[config.mk]
export PLATFORM = sky130hd
export DESIGN_NAME = scb_core
export DESIGN_NICKNAME = d
export VERILOG_FILES = /design/src/design/scb_fifo_mem.v /design/src/design/scb_clk_sel.v /design/src/design/scb_core.v
export VERILOG_INCLUDE_DIRS = /design/src /design/src/design
export SDC_FILE = /design/constraint.sdc
export NUM_CORES = 1
export LEC_CHECK = 0
export ABC_AREA = 1
export BUFFER_PORTS_ARGS = -buffer_cell sky130_fd_sc_hd__buf_2
export CAP_MARGIN = 40
export CORE_MARGIN = 2
export CORE_UTILIZATION = 60
export DETAILED_ROUTE_END_ITERATION = 12
export GPL_ROUTABILITY_DRIVEN = 0
export PLACE_DENSITY = 0.76
export SLEW_MARGIN = 20
export SYNTH_ARGS = -nofsm -noshare
export SYNTH_HDL_FRONTEND = slang
export SYNTH_SLANG_ARGS = --single-unit
[constraint.sdc]
create_clock -name clk -period 3.7 [get_ports clk]
set_input_delay 0.555 -clock clk [delete_from_list [all_inputs] [get_ports clk]]
set_output_delay 0.555 -clock clk [all_outputs]
set_load 0.02 [all_outputs]
[src/design/scb_regs.vh]
`ifndef SCB_REGS_VH
`define SCB_REGS_VH
// ==============================
// Register offsets
`define SCB_ADDR_W 16
`define SCB_OFF_CLKSEL 16'h2004
`define SCB_OFF_CMD 16'h2008
`define SCB_OFF_BUF 16'h200C
`define SCB_OFF_IPC 16'h2010
`define SCB_OFF_CTRL 16'h2020
`define SCB_OFF_STAT 16'h2024
// ==============================
// Field positions (bit 0 = lsb of bus word)
`define SCB_RXCS_LSB 4
`define SCB_TXCS_LSB 0
`define SCB_MISC_LSB 4
`define SCB_TXC_LSB 2
`define SCB_RXC_LSB 0
// ==============================
// Codes
`define SCB_CS_PRESCALED 4'hD
`define SCB_CS_PIN_DIV16 4'hE
`define SCB_CS_PIN 4'hF
`define SCB_MISC_NONE 3'h0
`define SCB_MISC_PTR 3'h1
`define SCB_MISC_RXRST 3'h2
`define SCB_MISC_TXRST 3'h3
`define SCB_MISC_ERRRST 3'h4
`define SCB_MISC_DBRST 3'h5
`define SCB_MISC_BRKON 3'h6
`define SCB_MISC_BRKOFF 3'h7
`define SCB_EN_CODE 2'h1
`define SCB_DIS_CODE 2'h2
// ==============================
// Modes in control register
`define SCB_MODE_UART 2'h0
`define SCB_MODE_MOD8 2'h1
`define SCB_MODE_MOD16 2'h2
`define SCB_MODE_AC97 2'h3
// ==============================
// Reset values and timing
`define SCB_CLKSEL_RST 8'h00
`define SCB_CTRL_RST 8'h00
`define SCB_DIV16 4'hF
`endif

[src/design/scb_fifo_mem.v]
`timescale 1ns/1ps
`default_nettype none
// ==============================
// Small FIFO storage, registered read
module scb_fifo_mem #(
	parameter W = 20,
	parameter AW = 4
) (
	input wire clk,
	input wire we,
	input wire [AW-1:0] waddr,
	input wire [W-1:0] wdata,
	input wire [AW-1:0] raddr,
	output reg [W-1:0] rdata
);
	reg [W-1:0] mem [0:(1<<AW)-1];
	always @(posedge clk)
	begin
		if (we)
			mem[waddr] <= wdata;
		rdata <= mem[raddr];
	end
endmodule // scb_fifo_mem
`default_nettype wire

[src/design/scb_clk_sel.v]
`timescale 1ns/1ps
`default_nettype none
`include "scb_regs.vh"
// ==============================
// Channel bit-clock selector
module scb_clk_sel (
	input wire clk,
	input wire resetn,
	input wire [3:0] sel,
	input wire prescaled_tick,
	input wire pin_rise,
	output reg tick
);
	reg [3:0] div_q;
	reg tick_d;
	always @*
	begin
		case (sel)
			`SCB_CS_PRESCALED: tick_d = prescaled_tick;
			`SCB_CS_PIN_DIV16: tick_d = pin_rise && (div_q == `SCB_DIV16);
			`SCB_CS_PIN: tick_d = pin_rise;
			default: tick_d = 1'b0;
		endcase
	end
	always @(posedge clk or negedge resetn)
	begin
		if (!resetn)
		begin
			div_q <= 4'h0;
			tick <= 1'b0;
		end
		else
		begin
			if (pin_rise)
				div_q <= div_q + 4'h1;
			tick <= tick_d;
		end
	end
endmodule // scb_clk_sel
`default_nettype wire

[src/design/scb_core.v]
// Functional notes
// RULE1 - Rx clock code D prescaled core, E timer pin /16, F pin direct.
// RULE2 - Tx clock has its own field with the same three codes.
// RULE3 - Software never combines conflicting commands in one command write.
// RULE4 - Misc code 0 does nothing; code 1 rewinds mode pointer.
// RULE5 - Misc 2 disables receiver, clears full and ready, resets Rx FIFO.
// RULE6 - Misc 3 disables transmitter, clears flags; modem keeps empty set.
// RULE7 - Misc 4 clears error flags; in modem mode also clears empty.
// RULE8 - Misc 5 clears delta-break flag except in modem mode.
// RULE9 - Misc 6 drives line low after current character, held later.
// RULE10 - Break start needs transmitter enabled, ignores CTS, not modem.
// RULE11 - Misc 7 returns line to mark, then queued characters continue.
// RULE12 - Tx code 1 enables and sets empty and ready; idempotent. The code sets both flags in UART mode only.
// RULE13 - Modem: Tx FIFO writable while disabled; empty sets at frame sync.
// RULE14 - AC97: empty sets on sync if FIFO empty, enabled, codec ready.
// RULE15 - Tx code 2 stops after character and clears empty and ready. In modem mode the code keeps empty, and keeps ready unless remote loopback.
// RULE16 - Rx code 1 enables receiver, hunting start bit unless multidrop.
// RULE17 - Rx code 2 drops partial character; loopback or multidrop keep.
// RULE18 - Modem: disabling mid-character finishes that character first.
// RULE19 - 8-bit read packs four characters, earliest in top byte.
// RULE20 - 16-bit read returns two samples.
// RULE21 - AC97 word carries start-of-frame; tag slot sits in bits 19:4.
// RULE22 - Tx buffer write queues upper word before lower ones.
`timescale 1ns/1ps
`default_nettype none
`include "scb_regs.vh"
module scb_core #(
	parameter AW = 4,
	parameter PRESCALE = 16
) (
	input wire clk,
	input wire resetn,
	input wire [15:0] addr,
	input wire [31:0] wdata,
	input wire wr,
	input wire rd,
	output reg [31:0] rdata,
	input wire external_timer_pin,
	input wire rx_line,
	input wire frame_sync,
	input wire codec_ready,
	output reg tx_line,
	output reg mode_ptr_reset,
	output wire rx_enabled,
	output wire tx_enabled
);
	// ==============================
	// Local constants and states
	localparam DEPTH = 1 << AW;
	localparam TS_IDLE = 2'd0;
	localparam TS_LOAD = 2'd1;
	localparam TS_SHIFT = 2'd2;
	localparam RS_IDLE = 1'b0;
	localparam RS_SHIFT = 1'b1;
	function [1:0] cnt_sub;
		input [1:0] c;
		cnt_sub = c - 2'd1;
	endfunction
	// ==============================
	// Pin synchronisers
	reg [1:0] pin_s_q, rxl_s_q, fs_s_q, cr_s_q;
	reg pin_prev_q, fs_prev_q;
	always @(posedge clk or negedge resetn)
	begin
		if (!resetn)
		begin
			pin_s_q <= 2'b00;
			rxl_s_q <= 2'b11;
			fs_s_q <= 2'b00;
			cr_s_q <= 2'b00;
			pin_prev_q <= 1'b0;
			fs_prev_q <= 1'b0;
		end
		else
		begin
			pin_s_q <= {pin_s_q[0], external_timer_pin};
			rxl_s_q <= {rxl_s_q[0], rx_line};
			fs_s_q <= {fs_s_q[0], frame_sync};
			cr_s_q <= {cr_s_q[0], codec_ready};
			pin_prev_q <= pin_s_q[1];
			fs_prev_q <= fs_s_q[1];
		end
	end
	wire pin_rise = pin_s_q[1] & ~pin_prev_q;
	wire fs_rise = fs_s_q[1] & ~fs_prev_q;
	wire rx_in = rxl_s_q[1];
	// ==============================
	// Registers
	reg [7:0] clksel_q, ctrl_q;
	reg [15:0] pre_q;
	wire pre_tick = (pre_q == 16'd0);
	wire [1:0] mode = ctrl_q[1:0];
	wire multidrop = ctrl_q[2];
	wire local_loop = ctrl_q[3];
	wire remote_loop = ctrl_q[4];
	wire is_modem = (mode == `SCB_MODE_MOD8) || (mode == `SCB_MODE_MOD16);
	wire is_ac97 = (mode == `SCB_MODE_AC97);
	wire is_uart = (mode == `SCB_MODE_UART);
	wire [1:0] bpw = (mode == `SCB_MODE_UART || mode == `SCB_MODE_MOD8) ?
		2'd3 : (mode == `SCB_MODE_MOD16 ? 2'd1 : 2'd0);
	wire cmd_wr = wr && (addr == `SCB_OFF_CMD);
	wire [2:0] misc = wdata[`SCB_MISC_LSB+2:`SCB_MISC_LSB];
	wire [1:0] txc = wdata[`SCB_TXC_LSB+1:`SCB_TXC_LSB];
	wire [1:0] rxc = wdata[`SCB_RXC_LSB+1:`SCB_RXC_LSB];
	wire rx_tick, tx_tick;
	// RULE1 rx clock select
	scb_clk_sel u_rx_cs (
		.clk(clk),
		.resetn(resetn),
		.sel(clksel_q[`SCB_RXCS_LSB+3:`SCB_RXCS_LSB]),
		.prescaled_tick(pre_tick),
		.pin_rise(pin_rise),
		.tick(rx_tick)
	);
	// RULE2 tx clock select
	scb_clk_sel u_tx_cs (
		.clk(clk),
		.resetn(resetn),
		.sel(clksel_q[`SCB_TXCS_LSB+3:`SCB_TXCS_LSB]),
		.prescaled_tick(pre_tick),
		.pin_rise(pin_rise),
		.tick(tx_tick)
	);
	// ==============================
	// Tx FIFO: one entry per character or sample
	reg [19:0] txf_wd;
	reg [AW:0] txw_q, txr_q;
	reg [1:0] txsub_q;
	reg [31:0] txhold_q;
	reg txfill_q;
	wire [19:0] txf_rd;
	wire tx_empty_fifo = (txw_q == txr_q);
	wire tx_full = (txw_q[AW-1:0] == txr_q[AW-1:0]) && (txw_q[AW] != txr_q[AW]);
	reg txen_q, transmitter_empty_flag_q, transmitter_ready_flag_q, brk_q, brk_pend_q;
	// RULE13 modem fifo load
	wire tx_buf_wr = wr && (addr == `SCB_OFF_BUF) && (txen_q || is_modem)
		&& !txfill_q;
	// RULE22 upper word first
	always @*
	begin
		case (bpw)
			// Sub-word count runs down, so the top word leaves first
			2'd3: txf_wd = {12'h000, txhold_q[8*txsub_q+7 -: 8]};
			2'd1: txf_wd = {4'h0, txhold_q[16*txsub_q+15 -: 16]};
			default: txf_wd = txhold_q[19:0];
		endcase
	end
	wire txf_we = txfill_q && !tx_full;
	scb_fifo_mem #(.W(20), .AW(AW)) u_txf (
		.clk(clk),
		.we(txf_we),
		.waddr(txw_q[AW-1:0]),
		.wdata(txf_wd),
		.raddr(txr_q[AW-1:0]),
		.rdata(txf_rd)
	);
	// ==============================
	// Transmit shifter
	reg [1:0] ts_q;
	reg [19:0] tsh_q;
	reg [4:0] tbit_q;
	reg [1:0] brk_cnt_q;
	reg tx_stop_pend_q;
	wire [4:0] tbits = (bpw == 2'd3) ? 5'd10 : 5'd20;
	wire tx_busy = (ts_q != TS_IDLE);
	always @(posedge clk or negedge resetn)
	begin
		if (!resetn)
		begin
			clksel_q <= `SCB_CLKSEL_RST;
			ctrl_q <= `SCB_CTRL_RST;
			pre_q <= 16'd0;
			mode_ptr_reset <= 1'b0;
			txw_q <= {(AW+1){1'b0}};
			txr_q <= {(AW+1){1'b0}};
			txsub_q <= 2'd0;
			txhold_q <= 32'h00000000;
			txfill_q <= 1'b0;
			txen_q <= 1'b0;
			transmitter_empty_flag_q <= 1'b0;
			transmitter_ready_flag_q <= 1'b0;
			brk_q <= 1'b0;
			brk_pend_q <= 1'b0;
			ts_q <= TS_IDLE;
			tsh_q <= 20'h00000;
			tbit_q <= 5'd0;
			brk_cnt_q <= 2'd0;
			tx_stop_pend_q <= 1'b0;
			tx_line <= 1'b1;
		end
		else
		begin
			pre_q <= pre_tick ? PRESCALE[15:0] - 16'd1 : pre_q - 16'd1;
			if (wr && addr == `SCB_OFF_CLKSEL)
				clksel_q <= wdata[7:0];
			if (wr && addr == `SCB_OFF_CTRL)
				ctrl_q <= wdata[7:0];
			// RULE4 mode pointer
			mode_ptr_reset <= cmd_wr && (misc == `SCB_MISC_PTR);
			if (tx_buf_wr)
			begin
				txhold_q <= wdata;
				txsub_q <= bpw;
				txfill_q <= 1'b1;
			end
			else if (txf_we)
			begin
				txw_q <= txw_q + 1'b1;
				txsub_q <= cnt_sub(txsub_q);
				if (txsub_q == 2'd0)
					txfill_q <= 1'b0;
			end
			// Transmit state machine
			case (ts_q)
				TS_IDLE:
				begin
					tx_line <= !(brk_q && !brk_pend_q);
					if (brk_q && brk_pend_q && tx_tick)
						brk_pend_q <= 1'b0;
					else if (!brk_q && brk_cnt_q != 2'd0 && tx_tick)
						brk_cnt_q <= cnt_sub(brk_cnt_q);
					else if (!brk_q && brk_cnt_q == 2'd0 && txen_q
						&& !tx_empty_fifo && !tx_stop_pend_q)
						ts_q <= TS_LOAD;
					if (tx_stop_pend_q)
					begin
						txen_q <= 1'b0;
						tx_stop_pend_q <= 1'b0;
					end
				end
				TS_LOAD:
				begin
					tsh_q <= txf_rd;
					txr_q <= txr_q + 1'b1;
					tbit_q <= 5'd0;
					ts_q <= TS_SHIFT;
					transmitter_empty_flag_q <= 1'b0;
					if (is_uart || tx_empty_fifo)
						transmitter_ready_flag_q <= txen_q;
				end
				TS_SHIFT:
				begin
					if (tx_tick)
					begin
						if (tbit_q == 5'd0)
							tx_line <= 1'b0;
						else if (tbit_q == tbits - 5'd1)
							tx_line <= 1'b1;
						else
						begin
							tx_line <= tsh_q[0];
							tsh_q <= {1'b0, tsh_q[19:1]};
						end
						tbit_q <= tbit_q + 5'd1;
						if (tbit_q == tbits - 5'd1)
						begin
							ts_q <= TS_IDLE;
							if (tx_empty_fifo && is_uart)
								transmitter_empty_flag_q <= 1'b1;
						end
					end
				end
				default: ts_q <= TS_IDLE;
			endcase
			// RULE13 modem empty at sync
			if (is_modem && txen_q && fs_rise && tx_empty_fifo && !tx_busy)
				transmitter_empty_flag_q <= 1'b1;
			// RULE14 ac97 empty
			if (is_ac97 && txen_q && fs_rise && tx_empty_fifo && cr_s_q[1])
				transmitter_empty_flag_q <= 1'b1;
			if (cmd_wr)
			begin
				// RULE12 tx enable
				if (txc == `SCB_EN_CODE && !txen_q)
				begin
					txen_q <= 1'b1;
					tx_stop_pend_q <= 1'b0;
					if (is_uart)
					begin
						transmitter_empty_flag_q <= 1'b1;
						transmitter_ready_flag_q <= 1'b1;
					end
				end
				// RULE15 tx disable
				if (txc == `SCB_DIS_CODE && txen_q)
				begin
					tx_stop_pend_q <= 1'b1;
					if (!is_modem)
						transmitter_empty_flag_q <= 1'b0;
					if (!is_modem || remote_loop)
						transmitter_ready_flag_q <= 1'b0;
				end
				case (misc)
					// RULE6 tx reset
					`SCB_MISC_TXRST:
					begin
						txen_q <= 1'b0;
						tx_stop_pend_q <= 1'b0;
						ts_q <= TS_IDLE;
						tx_line <= 1'b1;
						transmitter_ready_flag_q <= 1'b0;
						if (!is_modem)
							transmitter_empty_flag_q <= 1'b0;
					end
					// RULE7 modem empty clear
					`SCB_MISC_ERRRST:
						if (is_modem)
							transmitter_empty_flag_q <= 1'b0;
					// RULE10 break accept
					`SCB_MISC_BRKON:
						if (txen_q && !is_modem)
						begin
							// RULE9 break start
							brk_q <= 1'b1;
							brk_pend_q <= 1'b1;
						end
					// RULE11 break stop
					`SCB_MISC_BRKOFF:
						if (brk_q)
						begin
							brk_q <= 1'b0;
							brk_cnt_q <= 2'd2;
						end
					default:
						brk_q <= brk_q;
				endcase
			end
		end
	end
	assign tx_enabled = txen_q;
	// ==============================
	// Receiver
	reg rxen_q, receiver_ready_flag_q, rxfull_q, fe_q, pe_q, oe_q, rbrk_q, db_q, sof_q;
	reg rs_q, rx_stop_pend_q;
	reg [4:0] rbit_q;
	reg [19:0] rsh_q;
	reg [AW:0] rxw_q, rxr_q;
	reg [19:0] rxf_wd;
	reg rxf_we;
	wire [19:0] rxf_rd;
	wire [AW:0] rx_cnt = rxw_q - rxr_q;
	wire rx_full = rx_cnt[AW];
	wire rx_last = (rs_q == RS_SHIFT) && rx_tick && (rbit_q == tbits - 5'd1);
	wire fe_set = rx_last && is_uart && !rx_in;
	wire oe_set = rx_last && rx_full;
	wire brk_set = fe_set && (rsh_q == 20'h00000);
	reg [31:0] rxwin_q;
	reg [2:0] rxwcnt_q;
	reg rxok_q;
	wire [2:0] rx_lim = {1'b0, bpw} + 3'd1;
	// RULE17 loopback keeps rx
	wire rx_run = rxen_q || local_loop || multidrop;
	wire buf_rd = rd && (addr == `SCB_OFF_BUF);
	wire rx_pop = rxok_q && !buf_rd && (rxwcnt_q < rx_lim);
	scb_fifo_mem #(.W(20), .AW(AW)) u_rxf (
		.clk(clk),
		.we(rxf_we),
		.waddr(rxw_q[AW-1:0]),
		.wdata(rxf_wd),
		.raddr(rxr_q[AW-1:0]),
		.rdata(rxf_rd)
	);
	always @(posedge clk or negedge resetn)
	begin
		if (!resetn)
		begin
			rxen_q <= 1'b0;
			receiver_ready_flag_q <= 1'b0;
			rxfull_q <= 1'b0;
			fe_q <= 1'b0;
			pe_q <= 1'b0;
			oe_q <= 1'b0;
			rbrk_q <= 1'b0;
			db_q <= 1'b0;
			sof_q <= 1'b0;
			rs_q <= RS_IDLE;
			rx_stop_pend_q <= 1'b0;
			rbit_q <= 5'd0;
			rsh_q <= 20'h00000;
			rxw_q <= {(AW+1){1'b0}};
			rxr_q <= {(AW+1){1'b0}};
			rxf_wd <= 20'h00000;
			rxf_we <= 1'b0;
			rxwin_q <= 32'h00000000;
			rxwcnt_q <= 3'd0;
			rxok_q <= 1'b0;
		end
		else
		begin
			rxf_we <= 1'b0;
			if (rxf_we)
				rxw_q <= rxw_q + 1'b1;
			// Registered FIFO read is stale for one cycle after a pop
			rxok_q <= (rx_cnt != {(AW+1){1'b0}}) && !rx_pop;
			// RULE19 earliest in top byte
			if (buf_rd)
			begin
				rxwin_q <= 32'h00000000;
				rxwcnt_q <= 3'd0;
			end
			else if (rx_pop)
			begin
				rxr_q <= rxr_q + 1'b1;
				rxwcnt_q <= rxwcnt_q + 3'd1;
				// RULE20 two samples per read
				case (bpw)
					2'd3: rxwin_q[31-8*rxwcnt_q -: 8] <= rxf_rd[7:0];
					2'd1: rxwin_q[31-16*rxwcnt_q -: 16] <= rxf_rd[15:0];
					default: rxwin_q[19:0] <= rxf_rd;
				endcase
			end
			receiver_ready_flag_q <= (rx_cnt != {(AW+1){1'b0}}) || (rxwcnt_q != 3'd0);
			rxfull_q <= rx_full;
			sof_q <= is_ac97 && fs_rise;
			case (rs_q)
				RS_IDLE:
				begin
					if (rx_stop_pend_q)
					begin
						rxen_q <= 1'b0;
						rx_stop_pend_q <= 1'b0;
					end
					else if (rx_run && rx_tick && !rx_in)
					begin
						rs_q <= RS_SHIFT;
						rbit_q <= 5'd1;
					end
				end
				RS_SHIFT:
				begin
					if (rx_tick)
					begin
						rbit_q <= rbit_q + 5'd1;
						if (rbit_q == tbits - 5'd1)
						begin
							rs_q <= RS_IDLE;
							if (rx_full)
								oe_q <= 1'b1;
							else
							begin
								rxf_we <= 1'b1;
								// RULE21 tag slot placement
								rxf_wd <= (is_ac97 && sof_q) ?
									{rsh_q[19:4], 4'h0} : rsh_q;
							end
							if (is_uart && !rx_in)
								fe_q <= 1'b1;
							if (is_uart && !rx_in && rsh_q == 20'h00000)
							begin
								rbrk_q <= 1'b1;
								db_q <= 1'b1;
							end
						end
						else
							rsh_q <= (bpw == 2'd3) ?
								{12'h000, rx_in, rsh_q[7:1]} :
								{rx_in, rsh_q[19:1]};
					end
				end
				default: rs_q <= RS_IDLE;
			endcase
			if (cmd_wr)
			begin
				// RULE16 rx enable
				if (rxc == `SCB_EN_CODE && !rxen_q)
				begin
					rxen_q <= 1'b1;
					rx_stop_pend_q <= 1'b0;
					if (!multidrop)
						rs_q <= RS_IDLE;
				end
				if (rxc == `SCB_DIS_CODE && rxen_q)
				begin
					// RULE18 modem finishes char
					if (is_modem && rs_q == RS_SHIFT)
						rx_stop_pend_q <= 1'b1;
					// RULE17 rx disable drops char
					else
					begin
						rxen_q <= 1'b0;
						if (!local_loop && !multidrop)
							rs_q <= RS_IDLE;
					end
				end
				case (misc)
					// RULE5 rx reset
					`SCB_MISC_RXRST:
					begin
						rxen_q <= 1'b0;
						rx_stop_pend_q <= 1'b0;
						rs_q <= RS_IDLE;
						receiver_ready_flag_q <= 1'b0;
						rxfull_q <= 1'b0;
						rxr_q <= rxw_q;
						rxf_we <= 1'b0;
						rxwin_q <= 32'h00000000;
						rxwcnt_q <= 3'd0;
						rxok_q <= 1'b0;
					end
					// RULE7 error reset
					`SCB_MISC_ERRRST:
					begin
						// A flag raised in the same cycle survives
						rbrk_q <= brk_set;
						fe_q <= fe_set;
						pe_q <= 1'b0;
						oe_q <= oe_set;
					end
					// RULE8 delta break clear
					`SCB_MISC_DBRST:
						if (!is_modem)
							db_q <= brk_set;
					default:
						db_q <= db_q;
				endcase
			end
		end
	end
	assign rx_enabled = rxen_q;
	// ==============================
	// Read mux, data one cycle after strobe
	always @(posedge clk or negedge resetn)
	begin
		if (!resetn)
			rdata <= 32'h00000000;
		else if (rd)
		begin
			case (addr)
				// Packed receive window, emptied by this read
				`SCB_OFF_BUF: rdata <= rxwin_q;
				`SCB_OFF_IPC: rdata <= {24'h000000, 7'h00, fs_s_q[1]};
				`SCB_OFF_CTRL: rdata <= {24'h000000, ctrl_q};
				`SCB_OFF_STAT: rdata <= {21'h000000, sof_q,
					db_q, rbrk_q, fe_q, pe_q, oe_q, transmitter_empty_flag_q, transmitter_ready_flag_q,
					rxfull_q, receiver_ready_flag_q, brk_q};
				default: rdata <= 32'h00000000;
			endcase
		end
	end
endmodule // scb_core
`default_nettype wire

---- Word level (Yosys, flattened, before mapping) ----
Memories as Yosys holds them, arrays and structs flattened. A register that Yosys moved wholly into a read port is not among the register bits.
Index checks and enable logic that the tools add are counted.
word-level totals
  bits in registers ....................... 268
  bits in writable memories ............... 640
  output and inout port bits .............. 36
  logic and storage cells ................. 399
  memories kept ........................... 2
memories
  memory     depth  bits a word  read ports  clocked after Yosys merged registers in  write ports  RTL line           RTL
  u_rxf.mem  16     20           1           1                                        1            scb_fifo_mem.v:16  reg [W-1:0] mem [0:(1<<AW)-1];
  u_txf.mem  16     20           1           1                                        1            scb_fifo_mem.v:16
cells by class
  $add $sub $neg .......................... 21
  order comparisons ....................... 1
  equality and inequality tests ........... 45
  shift operators ......................... 6
  muxes and demuxes ....................... 166
  bitwise operators ....................... 8
  reduce and logical (&&, ||, !) cells .... 100
operators with widths
  kind                                                                      number
  32-bit 2-to-1 mux                                                         4
  32-bit case mux with 4 select lines                                       1
  20-bit case mux with 2 select lines                                       3
  1-bit 2-to-1 mux                                                          109
  16-bit by 14-bit equality test with 1-bit output, second input constant   6
  20-bit 2-to-1 mux                                                         4
  32-bit negation with 34-bit output                                        2
  32-bit bitwise mux                                                        2
  1-bit logical AND                                                         52
  16-bit by 34-bit variable shift with 47-bit output, first input constant  1
  16-bit by 34-bit indexed part select with 47-bit output                   1
  47-bit by 8-bit indexed part select with 16-bit output                    1
  5-bit 2-to-1 mux                                                          9
  8-bit by 34-bit variable shift with 39-bit output, first input constant   1
  39-bit by 7-bit indexed part select with 8-bit output                     1
  8-bit by 34-bit indexed part select with 39-bit output                    1
  4-bit equality test, second input constant                                8
  2-bit 2-to-1 mux                                                          16
  5-bit by 1-bit adder with 5-bit output, second input constant             6
  12-bit case mux with 2 select lines                                       1
  20-bit zero test                                                          1
  5-bit case mux with 2 select lines                                        2
  1-bit zero test                                                           16
  16-bit zero test                                                          1
  41 further kinds                                                          98

---- Depth between registers and ports, before layout ----
  word-level depth ........................ 19
  depth in mapped cells ................... 14

---- By module ----
Synthesis repeated with hierarchy kept, for this count alone.
unflattened totals
  cells, all modules ...................... 4483
  area, all modules ....................... 42460.7 µm²
by module, submodules not included
  module        times used  cells an instance  area an instance (µm²)  sequential area each (µm²)
  scb_fifo_mem  2           1336               14192.4                 10009.6
  scb_core      1           1741               13560.5                 6459.9
  scb_clk_sel   2           35                 257.7                   125.1

---- Least setup slack after synthesis ----
Ideal clock, no wire load.
  kind .................................... register to register
  start ................................... register ctrl_q[0]
  end ..................................... register rxwin_q[4]
  arrival time ............................ 2.493 ns
  path slack .............................. 1.085 ns
  stages on the path, launching flop included .. 13
  clock period less this slack ............ 2.615 ns
  cells stage by stage .................... dfrtp_1 inv_1 ha_1 nor2_4 clkbuf_1 clkbuf_1 ha_1 a21boi_2 nand2_1 buf_4 buf_6 nor3_1 nor2_1
on the way
  longest elaborated chain between the ends .. 10
  elaborated cells between the ends (all ways) .. 16
ends and longest elaborated chain
  item                                                   RTL line        RTL
  from (decl)                                            scb_core.v:89   reg [7:0] clksel_q, ctrl_q;
  from (signal assigned)                                 scb_core.v:171  ctrl_q <= `SCB_CTRL_RST;
  from (signal assigned)                                 scb_core.v:197  ctrl_q <= wdata[7:0];
  2-bit equality test (no line) (tied with other cells)  n/a
  1-bit 2-to-1 mux or 1-bit logical OR (tied branches)   n/a
  2-bit 2-to-1 mux (*)                                   scb_core.v:99   wire [1:0] bpw = (mode == `SCB_MODE_UART || mode == `SCB_MODE_MOD8) ?
  2-bit by 1-bit adder with 3-bit output                 scb_core.v:350  wire [2:0] rx_lim = {1'b0, bpw} + 3'd1;
  3-bit less-than comparator                             scb_core.v:354  wire rx_pop = rxok_q && !buf_rd && (rxwcnt_q < rx_lim);
  1-bit logical AND                                      scb_core.v:354
  32-bit 2-to-1 mux (*)                                  scb_core.v:401  else if (rx_pop)
  32-bit 2-to-1 mux (*)                                  scb_core.v:396  if (buf_rd)
  32-bit 2-to-1 mux                                      scb_core.v:485  case (misc)
  32-bit 2-to-1 mux (*)                                  scb_core.v:462  if (cmd_wr)
  to (signal, indexed assignment)                        scb_core.v:407  2'd3: rxwin_q[31-8*rxwcnt_q -: 8] <= rxf_rd[7:0];
  to (signal, indexed assignment)                        scb_core.v:408  2'd1: rxwin_q[31-16*rxwcnt_q -: 16] <= rxf_rd[15:0];
  to (signal assigned)                                   scb_core.v:409  default: rxwin_q[19:0] <= rxf_rd;
  to (decl)                                              scb_core.v:347  reg [31:0] rxwin_q;
Every way passes the cells marked *; elsewhere a longest branch is shown, timed or not.
A chain may end at the register's enable or synchronous reset.

---- Final worst setup path ----
  start ................................... register ctrl_q[1]
  end ..................................... register rsh_q[15]
on the way
  longest elaborated chain between the ends .. 9
  elaborated cells between the ends (all ways) .. 13
ends and longest elaborated chain
  item                                                   RTL line                        RTL
  2-bit equality test (no line) (tied with other cells)  n/a
  1-bit 2-to-1 mux or 1-bit logical OR (tied branches)   n/a
  2-bit 2-to-1 mux (*)                                   scb_core.v:99
  2-bit equality test (*)                                scb_core.v:164, scb_core.v:455
  5-bit 2-to-1 mux                                       scb_core.v:164                  wire [4:0] tbits = (bpw == 2'd3) ? 5'd10 : 5'd20;
  5-bit by 1-bit subtractor with 5-bit output            scb_core.v:434                  if (rbit_q == tbits - 5'd1)
  5-bit equality test                                    scb_core.v:434
  1-bit inverter (no line)                               n/a
  3-bit AND reduction (no line)                          n/a
  to (signal assigned)                                   scb_core.v:455                  rsh_q <= (bpw == 2'd3) ?
  to (decl)                                              scb_core.v:336                  reg [19:0] rsh_q;
Marks and branches as above.

==> impl_metrics.ini <==
[clock_tree]
cts_tree = yes
clkLatencyLatePin_ps = 660
cts.path.max_buffers = 3
cts_buffers = 92
htreeDepth = 3
cts-root-buf = clkbuf_16
cts.clk_slew.worst_paths_ps = 60
clock-sinks = 948

[timing]
slew_viol_final = 0
slew-limit-headroom = 0.406
finalClockSkew_ps = 47.7
finalHoldViolCount = 0
grt_setup_unrepaired = no
final.setup.worst_slack_ps = 932
setup_violations = 0
fmax_mhz = 361
final.setup.tns_ps = 0
fin_crit_sh = 0.748
tightest_slew_ps = 891
fin_crit_ps = 2770
hold_slack_ps = 43.5

[die]
die_height_microns = 260
core_sq_um = 64700
num_rows = 93
io_pins = 92
floorplan.initialDensity = 0.609
dieArea_sq_um = 67700
die-width_microns = 260

[min_path]
min-delay-start = codec_ready
worst_hold_path_type = input pin to register
holdPathEnd = cr_s_q[0]
whs_path_depth = 1

[synth]
synth_cells = 3558
synth_edf_count = 640
async_flop_share = 0.283
synth_area_sq_um = 39400
synth_flop_cell = edfxtp_1
ys_warn_count = 0
ys_seq_area_frac = 0.678
avgSynthCellArea_sq_um = 11.1
synth.distinct_cells = 54
synth_seq_cells = 948
synthesis.nets = 3651

[worst_setup_path]
crit_family = buffers and inverters
reg2reg_depth = 10
cpPeakStageDelay_ps = 450
rrSetupSlack_ps = 930
cpMaxStageDelayCell = dfrtp_1
crit_required_ps = 4260
critPathBufInv = 3
worstPathCellList = inv_1 -> ha_1 -> nor2_4 -> buf_4 -> o22ai_1 -> nand3_1 -> nand2_1 -> inv_2 -> nand3_1 -> o21ai_0
worstSetupEndpointType = register
worstPathArrival_ps = 3320
worst_setup_path_start_kind = register
path_common_cell = nand3_1
path_depth = 10
regToRegStartpoint = ctrl_q[1]
r2r-end = rsh_q[15]
cp_max_fo = 45
critPathKind = register to register

[global_route]
globalRouteOverflowTotal = 0
grt_pass1_vias = 26900
grt.total_usage = 0.296
grt_max_degree = 161
grt_antenna_before_repair = 2
grt_first_pass_wirelength_mm = 154

[drt]
first_pass_iters = 6
ant_nets = 0
vias = 28100
vias_per_cell = 6.14
drc = 0
drtIter0Drc = 3448
wl_per_cell_microns = 21.8
wl_mm = 100

[finish]
fin_cells = 4584
mostFrequentLayoutCells = edfxtp_1, o21ai_0, nand2_1
final_common_cell = edfxtp_1
post-route-util = 0.684
drive_above_1_share = 0.116
final_area_sq_um = 44300
syn_to_final_growth_pct = 12.3
final_nets = 3743

[status]
run_status = finished, final reports clean

[power_and_ir_drop]
power_density_nw_per_um2 = 576
peakVddDrop_mv = 0.557
p_total_mw = 25.5
p_leak_nw = 15.8

[placement]
dp_hpwl_mm = 60.0
pre_cts_ws_ps = 987
port_buffers = 91
dpl_cell_area_sq_um = 41000
dp_cells = 4405

[run]
cap_violations = 0
==> cell usage after synthesis, types with 4 or more instances <==
master | n | area (sq um)
buf_2 | 31 | 155
nand3_2 | 4 | 40.0
nor2_4 | 5 | 56.3
xnor2_1 | 9 | 78.8
ha_1 | 36 | 450
o21ai_1 | 13 | 65.1
o221ai_1 | 64 | 561
mux2_2 | 23 | 259
clkbuf_1 | 147 | 552
o211ai_1 | 33 | 248
nand3_1 | 156 | 781
dfxtp_1 | 40 | 801
buf_6 | 5 | 56.3
inv_1 | 190 | 713
edfxtp_1 | 640 | 19200
xor2_1 | 24 | 210
or2_2 | 7 | 43.8
a31oi_1 | 21 | 131
nand4_1 | 16 | 100
a21boi_0 | 7 | 52.6
buf_1 | 7 | 26.3
a32oi_1 | 4 | 35.0
a21oi_1 | 74 | 370
nand2_1 | 502 | 1880
nand3b_1 | 4 | 30.0
nor2_2 | 4 | 25.0
buf_4 | 4 | 30.0
o21ai_0 | 553 | 2770
clkinv_1 | 4 | 15.0
inv_2 | 7 | 26.3
nor2_1 | 479 | 1800
o22ai_1 | 108 | 676
nor3_1 | 41 | 205
dfrtp_1 | 265 | 6630
==> timing repair <==
item                                   CTS  global route
buffers inserted                         0             0
endpoints found under the hold margin   87             0
gates resized for setup                  0             0
hold buffers                             4             0
setup endpoints to repair                0             0
==> registers in the layout, summed over array words and instances (netlist names), 3 cells and up <==
register	flops
u_txf.rdata	20
u_rxf.rdata	20
rxwcnt_q	3
u_tx_cs.div_q	4
u_rx_cs.div_q	4
tbit_q	5
rsh_q	20
txhold_q	32
txw_q	5
pre_q	16
ctrl_q	8
txr_q	5
rxw_q	5
rxwin_q	32
rxr_q	5
clksel_q	8
rdata	32
tsh_q	20
rbit_q	5
u_rxf.mem	320
u_txf.mem	320
rxf_wd	20
==> final cells by class <==
type	instances	area, sq um
timing repair buffer	194	1400
clock inverter	47	512
inverter	201	759
multi-input combinational	2213	11200
clock buffer	125	2600
tap	855	1070
fill	4599	20400
antenna	1	2.50
sequential	948	26700
==> power breakdown <==
group | total (mW) | switching (mW) | internal [mW] | leakage [nW]
logic | 4.03 | 2.89 | 1.14 | 5.81
registers | 11.9 | 0.326 | 11.6 | 8.42
clock network | 9.55 | 4.02 | 5.53 | 1.52
==> cells by family after synthesis <==
logic type,count (synthesis),share of synthesized area
AO/OA/AOI/OAI,889,0.127
XOR/XNOR,33,0.00734
adder cells (fa/ha/maj),37,0.0119
buffers and inverters,397,0.0402
flip-flops,948,0.678
multiplexers,24,0.00686
AND/OR/NAND/NOR,1230,0.128
==> worst max-delay path by stage <==
stage	from	end	slack, ps
2_1_floorplan	ctrl_q[0]	rxwin_q[4]	1090
6_report	ctrl_q[1]	rsh_q[15]	930
3_5_place_dp	ctrl_q[1]	rsh_q[11]	990
4_1_cts	ctrl_q[1]	rsh_q[15]	970
3_3_place_gp	ctrl_q[0]	rsh_q[7]	1110
5_1_grt	ctrl_q[1]	rsh_q[11]	680
==> per-layer routing <==
metal | up-vias | wire length, microns | GRT usage | share of wire
met2 | 1489 | 47100 | 0.466 | 0.47
met5 | - | 27 | 0 | 0.00027
met3 | 235 | 9540 | 0.0533 | 0.095
met4 | 4 | 3210 | 0.102 | 0.032
met1 | 13700 | 40100 | 0.420 | 0.40
li1 | 12800 | - | - | -
Power figures use the tool's default switching activity.
